$ cat config.mk
export PLATFORM = sky130hd
export DESIGN_NAME = srfdr_top
export DESIGN_NICKNAME = d
export VERILOG_FILES = /design/src/inc/srfdr_pkg.sv /design/src/inc/srfdr_rate_if.sv /design/src/core/srfdr_top.sv /design/src/core/srfdr_pin_filter.sv /design/src/core/srfdr_rate_gen.sv
export SDC_FILE = /design/constraint.sdc
export NUM_CORES = 1
export LEC_CHECK = 0
export ABC_AREA = 1
export BUFFER_PORTS_ARGS = -buffer_cell sky130_fd_sc_hd__buf_2
export CAP_MARGIN = 15
export CORE_ASPECT_RATIO = 1.25
export CORE_MARGIN = 10
export CORE_UTILIZATION = 45
export DETAILED_ROUTE_END_ITERATION = 10
export MAX_ROUTING_LAYER = met4
export PLACE_DENSITY = 0.7
export SYNTH_ARGS = -nofsm -noshare
export SYNTH_HDL_FRONTEND = slang
export SYNTH_SLANG_ARGS = --single-unit
$ cat constraint.sdc
create_clock -name CLK_SYS -period 3.2 [get_ports CLK_SYS]
set_input_delay 0.32 -clock CLK_SYS [delete_from_list [all_inputs] [get_ports CLK_SYS]]
set_output_delay 0.32 -clock CLK_SYS [all_outputs]
set_load 0.01 [all_outputs]
$ cat src/inc/srfdr_pkg.sv
package srfdr_pkg;
	// Register indexes; the byte address is four times the index
	localparam logic [7:0] IDX_DATA = 8'hE0;
	localparam logic [7:0] IDX_RATE = 8'hE1;
	localparam logic [7:0] IDX_MODE = 8'hE2;
	localparam logic [7:0] IDX_MISC = 8'hDD;
	// Rate register fields
	localparam int RATE_FLAG_BIT = 7;
	localparam int FLEN_LSB = 3;
	localparam int FLEN_W = 4;
	localparam int CDIV_LSB = 0;
	localparam int CDIV_W = 3;
	// Mode register fields
	localparam int MODE_RUN_BIT = 7;
	localparam int MODE_IRQEN_BIT = 6;
	localparam int MODE_CLOCK_PHASE_BIT = 5;
	localparam int MODE_CLKSRC_BIT = 4;
	localparam int MODE_INSEL_BIT = 3;
	localparam int MODE_STSEL_BIT = 2;
	localparam int MODE_FDIS_BIT = 1;
	localparam int MODE_CLOCK_POLARITY_BIT = 0;
	// Output select bit of the miscellaneous register
	localparam int MISC_SOUT_BIT = 0;
	// Reset values
	localparam logic [7:0] DATA_RST = 8'h00;
	localparam logic [6:0] RATE_RST = 7'h00;
	localparam logic [7:0] MODE_RST = 8'h00;
	localparam logic [7:0] MISC_RST = 8'h00;
	// System clocks per core cycle
	localparam int CORE_DIV_DEF = 13;
	// Transfer sequencer states
	typedef enum logic [1:0] {ST_IDLE, ST_ARM, ST_SHIFT} srfdr_state_t;
	// Bit clock ratio for a divide code
	function automatic logic [8:0] srfdr_ratio(input logic [2:0] code);
		if (code == 3'h7) begin
			return 9'h100;
		end
		return 9'(9'h001 << code);
	endfunction : srfdr_ratio
endpackage : srfdr_pkg

$ cat src/inc/srfdr_rate_if.sv
`timescale 1ns/1ps
`default_nettype none
interface srfdr_rate_if;
	logic run; // Divider runs while high
	logic [2:0] code; // Divide code
	logic lead; // Leading shift clock edge due
	logic trail; // Trailing shift clock edge due
	modport gen (input run, input code, output lead, output trail);
	modport use_side (output run, output code, input lead, input trail);
endinterface : srfdr_rate_if
`default_nettype wire

$ cat src/core/srfdr_top.sv
// Design decision made here: the Avalon-MM interface to the registers.
`timescale 1ns/1ps
`default_nettype none
// Functional notes
// - Done flag read and clear only
// - Done flag set at frame end when enabled
// - Frame length field 1 to 15 bits
// - Usual frame length is eight bits
// - Extra leading bits fall off the top
// - Divide field sets master bit clock
// - Codes give 1..64 and 256 ratios
// - Capture on edge chosen by polarity/phase
// - Most significant bit shifted first
// - Data read returns shift register
// - Misc bit0 routes shift output pin
// - Misc register write only, reserved bits
// - All four polarity and phase modes
// - Run flag cleared at end or abort
// - Phase sets when top bit appears
// - Clock source picks master or slave
// - Input select gates data-in pin
module srfdr_top
	import srfdr_pkg::*;
#(
	parameter int ADDR_W = 10,
	parameter int CORE_DIV = CORE_DIV_DEF
) (
	// Clock and reset
	input wire logic CLK_SYS,
	input wire logic SRST,
	// Avalon-MM slave
	input wire logic [ADDR_W-1:0] AVS_ADDRESS,
	input wire logic AVS_READ,
	input wire logic AVS_WRITE,
	input wire logic [31:0] AVS_WRITEDATA,
	input wire logic [3:0] AVS_BYTEENABLE,
	output logic [31:0] AVS_READDATA,
	output logic AVS_WAITREQUEST,
	// Serial clock pin
	input wire logic SCK_IN,
	output logic SCK_OUT,
	output logic SCK_OE,
	// Serial data pins
	input wire logic SIN,
	output logic SOUT,
	output logic SOUT_OE,
	// Request towards the interrupt unit
	output logic IRQ_REQ
);
	srfdr_rate_if rif ();

	srfdr_state_t state_reg; // Transfer sequencer
	logic [7:0] shreg_reg; // Data and shift register
	logic [FLEN_W-1:0] flen_reg; // Frame length field
	logic [CDIV_W-1:0] cdiv_reg; // Clock divide field
	logic done_reg; // Transfer done flag
	logic [7:0] mode_reg; // Mode control register
	logic [7:0] misc_reg; // Output select register
	logic [FLEN_W-1:0] bitcnt_reg; // Bits left in frame
	logic sample_reg; // Bit caught on leading edge
	logic sck_prev_reg; // Last filtered clock level
	logic sin_prev_reg; // Last filtered data-in level
	logic wait_reg; // Bus wait state
	logic sck_f; // Filtered clock pin
	logic sin_f; // Filtered data-in pin
	logic [7:0] idx; // Register index of the access
	logic hit_data; // Access to data register
	logic hit_rate; // Access to rate register
	logic hit_mode; // Access to mode register
	logic hit_misc; // Access to misc register
	logic wr_go; // Write taken this edge
	logic run; // Running flag
	logic clock_polarity; // Clock polarity
	logic clock_phase; // Clock phase
	logic master; // Clock sourced here
	logic sin_bit; // Serial input after gating
	logic shift_bit; // Bit entering the shift register
	logic lead_evt; // Leading clock edge
	logic trail_evt; // Trailing clock edge
	logic start_evt; // Frame starts
	logic end_evt; // Last bit shifted
	logic abort_evt; // Software stopped a transfer
	logic busy; // Transfer active or armed
	logic [7:0] rd_byte; // Selected read value

	// Input noise filters, enabled while the disable bit is clear
	srfdr_pin_filter u_sck_filt (
		.clk(CLK_SYS),
		.srst(SRST),
		.filt_en(!mode_reg[MODE_FDIS_BIT]),
		.pin(SCK_IN),
		.level(sck_f)
	);

	srfdr_pin_filter u_sin_filt (
		.clk(CLK_SYS),
		.srst(SRST),
		.filt_en(!mode_reg[MODE_FDIS_BIT]),
		.pin(SIN),
		.level(sin_f)
	);

	// Master bit clock generator
	srfdr_rate_gen #(
		.CORE_DIV(CORE_DIV)
	) u_rate (
		.clk(CLK_SYS),
		.srst(SRST),
		.rif(rif)
	);

	// Mode fields
	assign run = mode_reg[MODE_RUN_BIT];
	assign clock_polarity = mode_reg[MODE_CLOCK_POLARITY_BIT];
	assign clock_phase = mode_reg[MODE_CLOCK_PHASE_BIT];
	assign master = mode_reg[MODE_CLKSRC_BIT];
	assign busy = (state_reg != ST_IDLE) || run;

	// Bus decode; only the low byte lane carries data
	assign idx = AVS_ADDRESS[9:2];
	assign hit_data = (idx == IDX_DATA);
	assign hit_rate = (idx == IDX_RATE);
	assign hit_mode = (idx == IDX_MODE);
	assign hit_misc = (idx == IDX_MISC);
	assign wr_go = AVS_WRITE && !wait_reg && AVS_BYTEENABLE[0];

	// Divider runs only during a master frame
	assign rif.run = (state_reg == ST_SHIFT) && master;
	assign rif.code = cdiv_reg;

	// Serial input held low unless selected
	assign sin_bit = mode_reg[MODE_INSEL_BIT] ? sin_f : 1'b0;

	// Phase one captures on the trailing edge, phase zero on the leading edge
	assign shift_bit = clock_phase ? sin_bit : sample_reg;

	// Edge events come from the divider as master or from the pin as slave
	always_comb begin
		lead_evt = 1'b0;
		trail_evt = 1'b0;
		if (state_reg == ST_SHIFT) begin
			if (master) begin
				lead_evt = rif.lead;
				trail_evt = rif.trail;
			end else begin
				// Leading edge leaves the idle level, trailing returns to it
				lead_evt = (sck_prev_reg == clock_polarity) && (sck_f != clock_polarity);
				trail_evt = (sck_prev_reg != clock_polarity) && (sck_f == clock_polarity);
			end
		end
	end

	// Frame control events
	assign end_evt = trail_evt && (bitcnt_reg == 4'h1);
	assign abort_evt = (state_reg != ST_IDLE) && !run;
	always_comb begin
		start_evt = 1'b0;
		if (run) begin
			if ((state_reg == ST_IDLE) && !mode_reg[MODE_STSEL_BIT]) begin
				start_evt = 1'b1;
			end else if ((state_reg == ST_ARM) && sin_f && !sin_prev_reg) begin
				// External start needs a rising data-in edge
				start_evt = 1'b1;
			end
		end
	end

	// Transfer sequencer
	always_ff @(posedge CLK_SYS) begin
		if (SRST) begin
			state_reg <= ST_IDLE;
		end else begin
			case (state_reg)
				ST_IDLE: begin
					if (start_evt) begin
						state_reg <= ST_SHIFT;
					end else if (run) begin
						state_reg <= ST_ARM;
					end
				end
				ST_ARM: begin
					if (!run) begin
						state_reg <= ST_IDLE;
					end else if (start_evt) begin
						state_reg <= ST_SHIFT;
					end
				end
				ST_SHIFT: begin
					if (end_evt || !run) begin
						state_reg <= ST_IDLE;
					end
				end
				default: begin
					state_reg <= ST_IDLE;
				end
			endcase
		end
	end

	// Bit counter loads the frame length and counts shifted bits
	always_ff @(posedge CLK_SYS) begin
		if (SRST) begin
			bitcnt_reg <= 4'h0;
		end else if (start_evt) begin
			bitcnt_reg <= flen_reg;
		end else if (trail_evt) begin
			bitcnt_reg <= bitcnt_reg - 4'h1;
		end
	end

	// Shift register: bits beyond eight push the oldest ones out of the top
	always_ff @(posedge CLK_SYS) begin
		if (SRST) begin
			shreg_reg <= DATA_RST;
		end else if (trail_evt) begin
			shreg_reg <= {shreg_reg[6:0], shift_bit};
		end else if (wr_go && hit_data && !busy) begin
			shreg_reg <= AVS_WRITEDATA[7:0];
		end
	end

	// Leading edge sample for phase zero
	always_ff @(posedge CLK_SYS) begin
		if (SRST) begin
			sample_reg <= 1'b0;
		end else if (lead_evt) begin
			sample_reg <= sin_bit;
		end
	end

	// Previous pin levels for edge detection
	always_ff @(posedge CLK_SYS) begin
		if (SRST) begin
			sck_prev_reg <= 1'b0;
			sin_prev_reg <= 1'b0;
		end else begin
			sck_prev_reg <= sck_f;
			sin_prev_reg <= sin_f;
		end
	end

	// Rate fields are frozen while a transfer is running
	always_ff @(posedge CLK_SYS) begin
		if (SRST) begin
			{flen_reg, cdiv_reg} <= RATE_RST;
		end else if (wr_go && hit_rate && !busy) begin
			flen_reg <= AVS_WRITEDATA[FLEN_LSB +: FLEN_W];
			cdiv_reg <= AVS_WRITEDATA[CDIV_LSB +: CDIV_W];
		end
	end

	// Done flag: set by hardware only, a written zero clears, set wins
	always_ff @(posedge CLK_SYS) begin
		if (SRST) begin
			done_reg <= 1'b0;
		end else if ((end_evt || abort_evt) && mode_reg[MODE_IRQEN_BIT]) begin
			done_reg <= 1'b1;
		end else if (wr_go && hit_rate && !AVS_WRITEDATA[RATE_FLAG_BIT]) begin
			done_reg <= 1'b0;
		end
	end

	// Mode register; a software write wins over the end-of-frame run clear
	always_ff @(posedge CLK_SYS) begin
		if (SRST) begin
			mode_reg <= MODE_RST;
		end else if (wr_go && hit_mode) begin
			mode_reg <= AVS_WRITEDATA[7:0];
		end else if (end_evt) begin
			mode_reg[MODE_RUN_BIT] <= 1'b0;
		end
	end

	// Miscellaneous register, only bit 0 is kept
	always_ff @(posedge CLK_SYS) begin
		if (SRST) begin
			misc_reg <= MISC_RST;
		end else if (wr_go && hit_misc) begin
			misc_reg <= {7'h00, AVS_WRITEDATA[MISC_SOUT_BIT]};
		end
	end

	// Serial data out: phase zero follows the top bit, phase one moves on leading edges
	always_ff @(posedge CLK_SYS) begin
		if (SRST) begin
			SOUT <= 1'b0;
		end else if (!clock_phase) begin
			SOUT <= shreg_reg[7];
		end else if (lead_evt) begin
			SOUT <= shreg_reg[7];
		end
	end

	// Pin enables from the select bits
	always_ff @(posedge CLK_SYS) begin
		if (SRST) begin
			SOUT_OE <= 1'b0;
			SCK_OE <= 1'b0;
		end else begin
			SOUT_OE <= misc_reg[MISC_SOUT_BIT];
			SCK_OE <= master;
		end
	end

	// Master clock toggles on divider ticks and rests at the polarity level
	always_ff @(posedge CLK_SYS) begin
		if (SRST) begin
			SCK_OUT <= 1'b0;
		end else if (!rif.run || end_evt) begin
			SCK_OUT <= clock_polarity;
		end else if (rif.lead) begin
			SCK_OUT <= !clock_polarity;
		end else if (rif.trail) begin
			SCK_OUT <= clock_polarity;
		end
	end

	// Interrupt request level
	always_ff @(posedge CLK_SYS) begin
		if (SRST) begin
			IRQ_REQ <= 1'b0;
		end else begin
			IRQ_REQ <= done_reg && mode_reg[MODE_IRQEN_BIT];
		end
	end

	// Read value; misc and unmapped addresses read zero
	always_comb begin
		rd_byte = 8'h00;
		if (hit_data) begin
			rd_byte = shreg_reg;
		end else if (hit_rate) begin
			rd_byte = {done_reg, flen_reg, cdiv_reg};
		end else if (hit_mode) begin
			rd_byte = mode_reg;
		end
	end

	// One wait cycle per access, then completion
	always_ff @(posedge CLK_SYS) begin
		if (SRST) begin
			AVS_WAITREQUEST <= 1'b1;
			wait_reg <= 1'b1;
		end else if ((AVS_READ || AVS_WRITE) && wait_reg) begin
			AVS_WAITREQUEST <= 1'b0;
			wait_reg <= 1'b0;
		end else begin
			AVS_WAITREQUEST <= 1'b1;
			wait_reg <= 1'b1;
		end
	end

	// Read data captured in the wait cycle
	always_ff @(posedge CLK_SYS) begin
		if (SRST) begin
			AVS_READDATA <= 32'h00000000;
		end else if (AVS_READ && wait_reg) begin
			AVS_READDATA <= {24'h000000, rd_byte};
		end
	end
endmodule : srfdr_top
`default_nettype wire

$ cat src/core/srfdr_pin_filter.sv
`timescale 1ns/1ps
`default_nettype none
module srfdr_pin_filter (
	// Clock and reset
	input wire logic clk,
	input wire logic srst,
	// Filter control and pin
	input wire logic filt_en,
	input wire logic pin,
	// Cleaned level
	output logic level
);
	logic last_reg; // Previous pin sample

	// Remember the last sample
	always_ff @(posedge clk) begin
		if (srst) begin
			last_reg <= 1'b0;
		end else begin
			last_reg <= pin;
		end
	end

	// Accept a new level only after two equal samples, or at once when bypassed
	always_ff @(posedge clk) begin
		if (srst) begin
			level <= 1'b0;
		end else if (!filt_en || (pin == last_reg)) begin
			level <= pin;
		end
	end
endmodule : srfdr_pin_filter
`default_nettype wire

$ cat src/core/srfdr_rate_gen.sv
`timescale 1ns/1ps
`default_nettype none
module srfdr_rate_gen
	import srfdr_pkg::*;
#(
	parameter int CORE_DIV = CORE_DIV_DEF
) (
	// Clock and reset
	input wire logic clk,
	input wire logic srst,
	// Divider control and edge ticks
	srfdr_rate_if.gen rif
);
	logic [11:0] period; // System clocks per bit
	logic [11:0] cnt_reg; // Position inside the bit
	logic [11:0] gap_reg; // Clocks since last leading tick
	logic seen_reg; // A leading tick has occurred

	// Core cycle times the selected ratio
	assign period = 12'(CORE_DIV * srfdr_ratio(rif.code));
	assign rif.lead = rif.run && (cnt_reg == 12'h000);
	assign rif.trail = rif.run && (cnt_reg == (period >> 1));

	// Bit position counter, held at zero while stopped
	always_ff @(posedge clk) begin
		if (srst || !rif.run) begin
			cnt_reg <= 12'h000;
		end else if (cnt_reg == period - 12'h001) begin
			cnt_reg <= 12'h000;
		end else begin
			cnt_reg <= cnt_reg + 12'h001;
		end
	end

	// Spacing monitor for the check below
	always_ff @(posedge clk) begin
		if (srst || !rif.run) begin
			gap_reg <= 12'h000;
			seen_reg <= 1'b0;
		end else if (rif.lead) begin
			gap_reg <= 12'h000;
			seen_reg <= 1'b1;
		end else begin
			gap_reg <= gap_reg + 12'h001;
		end
	end
endmodule : srfdr_rate_gen
`default_nettype wire

Word-level counts from Yosys, hierarchy flattened
Cells that the tools add are included.
Cells by class
  add/sub/neg operators: 3
  multipliers: 1
  eq/ne operators: 20
  shift operators: 1
  multiplexer cells: 35
  reduce and logical (&&, ||, !) cells: 49
Operators with widths (number)
  $mux 8: 5
  $eq 8x8->1 const B: 4
  $logic_and 1x1->1: 23
  $mux 1: 20
  $mux 9: 2
  $add 12x1->12 const B: 1
  $eq 12x11->1: 1
  $eq 12x12->1: 1
  $logic_not 12->1: 1
  $mul 4x9->12 const A: 1
  $sub 12x1->12 const B: 1
  $mux 2: 5
  $reduce_bool 2->1: 5
  $shl 1x3->9 const A: 1
  $logic_not 1->1: 8
  $logic_or 1x1->1: 8
  $mux 4: 2
  $ne 3x3->1 const B: 2
  $pmux 2 s3: 1
  $eq 1x1->1: 4
  $eq 4x1->1 const B: 1
  $ne 2x1->1 const B: 2
  $sub 4x1->4 const B: 1
  $eq 3x3->1 const B: 1
  7 further kinds: 8
Word-level totals
  bits in registers: 64
  input port bits: 52
  output and inout port bits: 38
  logic and storage cells: 133

Longest topological paths before layout
  depth in word-level cells: 12
  mapped depth: 26
  gate-level depth less buffers: 24

Hierarchy
From an unflattened synthesis, not the netlist that was laid out.
Unflattened totals
  cell total of the unflattened synthesis: 669
  area, all modules: 4357.9 um^2
By module, submodules not included
  srfdr_top: instances 1, cells an instance 367, area each 2506.2 um^2, seq. area each 960.9 um^2
  srfdr_rate_gen: instances 1, cells an instance 276, area each 1679.1 um^2, seq. area each 240.2 um^2
  srfdr_pin_filter: instances 2, cells an instance 13, area each 86.3 um^2, seq. area each 40.0 um^2

Worst setup path before layout
OpenSTA, ideal clock, no wires.
  path kind: register -> register
  from: register cdiv_reg[2]
  to: register shreg_reg[0]
  setup time: 0.067 ns
  data arrival time: 3.389 ns
  data required time: 3.133 ns
  path slack: -0.256 ns
  stages on the path, launching flop included: 22
  path buffers: 1
  clock period less this slack: 3.456 ns
  cells stage by stage: dfxtp_1 inv_2 nor3_1 inv_1 ha_1 inv_1 fa_1 ha_1 a21oi_1 nand3_1 nand2_1 nand2_2 nand2_1 nand2_1 nor2_1 nand3_2 a21oi_2 buf_4 nand2_1 o21ai_1 inv_1 a21oi_2
Between the ends
  longest elaborated chain between the ends: 9
  elaborated cells between the ends (all ways): 11
  those cells by class: mul: 1; eq/ne: 2; shift: 1; mux: 5; reduce/logical: 2
Ends and longest elaborated chain
  start, declared: RTL line srfdr_top.sv:55  | logic [CDIV_W-1:0] cdiv_reg;
  start signal, assigned: RTL line srfdr_top.sv:248  | cdiv_reg <= AVS_WRITEDATA[CDIV_LSB +: CDIV_W];
  $eq 3x3->1: RTL line srfdr_pkg.sv:35  | if (code == 3'h7) begin
  $mux 1: RTL line srfdr_pkg.sv:35
  $mux 9 (*): RTL line srfdr_pkg.sv:38  | return 9'(9'h001 << code);
  $mul 4x9->12 (*): RTL line srfdr_rate_gen.sv:20  | assign period = 12'(CORE_DIV * srfdr_ratio(rif.code));
  $eq 12x11->1 (*): RTL line srfdr_rate_gen.sv:22  | assign rif.trail = rif.run && (cnt_reg == (period >> 1));
  $logic_and 1x1->1 (*): RTL line srfdr_rate_gen.sv:22
  $mux 1 (*): RTL line srfdr_top.sv:142  | if (master) begin
  $mux 1 (*): RTL line srfdr_top.sv:141  | if (state_reg == ST_SHIFT) begin
  $mux 8 / $reduce_bool 2->1 (equally long branches)
  end signal, assigned: RTL line srfdr_top.sv:216  | shreg_reg <= {shreg_reg[6:0], shift_bit};
  end signal, assigned: RTL line srfdr_top.sv:218  | shreg_reg <= AVS_WRITEDATA[7:0];
  end, declared: RTL line srfdr_top.sv:53  | logic [7:0] shreg_reg;
Every way passes the cells marked *; elsewhere a longest branch is shown, timed or not.
A chain may end at the register's enable or synchronous reset.

Worst setup path after layout
  from: register cdiv_reg[1]
  to: register shreg_reg[2]
The elaborated chain is that of the path after synthesis.

==> metrics.md <==
| Metric | Value |
|---|---|
| Setup ws final | `-420 ps` |
| Core Region | `9560 um^2` |
| Area Overhead vs Synth | `28.2%` |
| Layout Cells excl Fill | `854` |
| Count of yosys warnings during synthesis | `0` |
| Most area-consuming cells after synthesis | `dfxtp_1, nand2_1, inv_1` |
| Largest register FFs | `12` |
| Hold Vio Cnt, Final | `0` |
| Status | `complete, but fails checks` |
| Vias in the first global route | `4553` |
| CTS tree | `done` |
| Share of layout cells above drive strength 1 | `0.251` |
| Ys async rst share | `0` |
| Sequential share of the synthesized area | `0.294` |
| Clk slew on worst S/H paths | `50 ps` |
| Largest net degree at the start of global routing | `30` |
| Worst EP required | `3390 ps` |
| Top-area cell type share of the netlist area | `0.294` |
| # nets final | `801` |
| Fmax achieved | `276 MHz` |
| H-tree Lvls | `3` |
| Critical path class | `register to register` |
| I/O Buffers | `36` |
| Die ar. | `14100 um^2` |
| EDFF count, synth | `0` |
| Max VDD drop | `0.000346 V` |
| Top_reg_cell synth | `dfxtp_1` |
| Detail Route Antenna Nets | `0` |
| Most frequent cell after synthesis | `nand2_1` |
| Die H | `130 um` |
| Clock Tree Root | `clkbuf_16` |
| RSZ-0062 raised after global routing | `yes` |
| Violated checks | `setup timing` |
| Worst-Skew Late Latency | `330 ps` |
| Via count | `4387` |
| Drt first pass iters | `5` |
| Leakage | `0.00253 uW` |
| Instance count of the mapped netlist | `641` |
| Worst-path fanout max | `7` |
| Initial Utilization | `0.456` |
| Post-synth top cells | `nand2_1, inv_1, nor2_1, dfxtp_1, nand3_1` |
| CTS Sinks | `64` |
| CTS Buf Count | `9` |
| First-pass GRT wire length | `20.5 mm` |
| Syn Area/Cell | `6.80 um^2` |
| Final Wtd Congestion | `0.958` |
| Hold Slack | `235 ps` |
| Critical Path Start Type | `register` |
| Cell variety after synth | `35` |
| CTS hold repair buffers | `0` |
| DRC viols | `0` |
| Normalized max-slew margin | `0.478` |
| Detailed Route WL | `12.5 mm` |
| WL/cell | `14.6 um` |
| Std cell rows | `40` |
| Design area | `5590 um^2` |
| Max Cap Viol | `0` |
| Cell Area, Synth | `4360 um^2` |
| GRT overflow | `0` |
| Register bit total from synthesis | `64` |
| Global Route Usage Sum | `0.184` |
| Worst slew pin tran | `782 ps` |
| Ports | `90` |
| Hpwl dp | `9.53 mm` |
| DP Area | `4940 um^2` |
| Clock Skew | `4.46 ps` |
| CTS Buffer Depth | `2` |
| Die Span X | `108 um` |
| Yosys top cell by area | `dfxtp_1` |
| PwrDens | `342 nW/um^2` |
| Placed Instances | `827` |
| CP Capture Type | `register` |
| Min-Delay Path Class | `primary input to register` |
| Initial antenna violation count | `0` |
| Antenna diodes | `0` |
| Crit path DAT | `3810 ps` |
| Iteration-0 DRC count of the detailed router | `164` |
| Pins over their slew limit | `0` |
| Minimum clock period | `3620 ps` |
| Period utilisation layout | `1.13` |
| Setup Viol. Count Final | `29` |
| Via density | `5.14` |
[through the flow]
step            util  power [uW]  TNS [ps]  setup slack (ps)
2_1_floorplan      -         927         0              3.15
3_5_place_dp   0.517         950    -13830              -604
3_3_place_gp   0.517         947    -10460              -414
6_report       0.585        1910     -8520              -420
5_1_grt        0.585        1980    -15580              -622
4_1_cts        0.570        1920     -6470              -318
[cell type report]
cell class / instances / area, um^2
fill: 932 / 3970
multi-input combinational: 474 / 2910
sequential: 64 / 1290
timing repair buffer: 86 / 594
inverter: 88 / 335
clock buffer: 13 / 260
tap: 126 / 158
clock inverter: 3 / 40.0
[cell families after synthesis]
logic type,synth area share
xor+xnor,0.0694
simple gates,0.298
compound gates,0.119
buf+inv,0.136
flops,0.294
fa+ha+maj,0.0832
other cells,0.000860
[worst paths after layout]
path	end	slack [ps]	start	cells past startpoint
setup / recovery	shreg_reg[2]	-420	cdiv_reg[1]	24
hold / removal	wait_reg	230	AVS_READ	2
setup reg to reg	shreg_reg[2]	-420	cdiv_reg[1]	24
hold reg to reg	SOUT_OE	430	misc_reg[0]	2
[where the power goes]
group | switching (uW) | leakage [uW] | internal, uW
Sequential | 6.47 | 0.000520 | 808
Combinational | 82.5 | 0.00186 | 39.4
Clock | 335 | 0.000150 | 642
Total | 424 | 0.00253 | 1490
[routing by layer]
layer  up-vias  track usage  wire length, um
met2       111        0.340             6860
met1      2041        0.177             4700
li1       2196            -                -
met5         -            -                0
met4         0       0.0945              546
met3        39       0.0365              380
[worst max-delay path, stage by stage (launching register included)]
cell and delay, ps:
dfxtp_4 340, buf_6 120, buf_6 110, nor3_4 190, inv_1 70, ha_1 280, inv_2 40, fa_1 500
ha_4 330, nand2_2 60, nor2_2 120, nand3_2 100, buf_4 150, nand3_2 80, nand3_1 90, nand2_2 100
nor2_4 40, nand3_4 80, a21oi_4 70, buf_12 140, buf_8 130, nand2_1 50, nand2_1 60, a21oi_1 160
nor2_1 60
[cells in the final DEF, fill, tap and decap left out, drive strengths merged]
cell type | synthesis | routed
o22ai | 2 | 2
nand3 | 53 | 53
nand2 | 137 | 138
nand4 | 6 | 6
nor4 | 7 | 7
nand3b | 2 | 2
nor3 | 20 | 20
xor2 | 25 | 25
nor2 | 70 | 70
ha | 21 | 21
a41oi | 8 | 8
o31ai | 1 | 1
o21a | 1 | 1
xnor3 | 1 | 1
xnor2 | 7 | 7
and3b | 1 | 1
o32ai | 1 | 1
o21ai | 36 | 36
buf | 31 | 86
clkbuf | 10 | 13
a21oi | 41 | 41
clkinv | 0 | 2
o211ai | 2 | 2
dfxtp | 64 | 64
conb | 1 | 26
bufinv | 0 | 1
fa | 5 | 5
inv | 88 | 88
[what timing repair did]
item | 4_1_cts | 5_1_grt
endpoints found under the setup margin | 29 | 29
pin swaps | 15 | 25
resized for setup | 34 | 32
setup buffers | 6 | 4
gates cloned | 1 | 0
endpoints found under the hold margin | 0 | 0
Power figures use the tool's default switching activity.
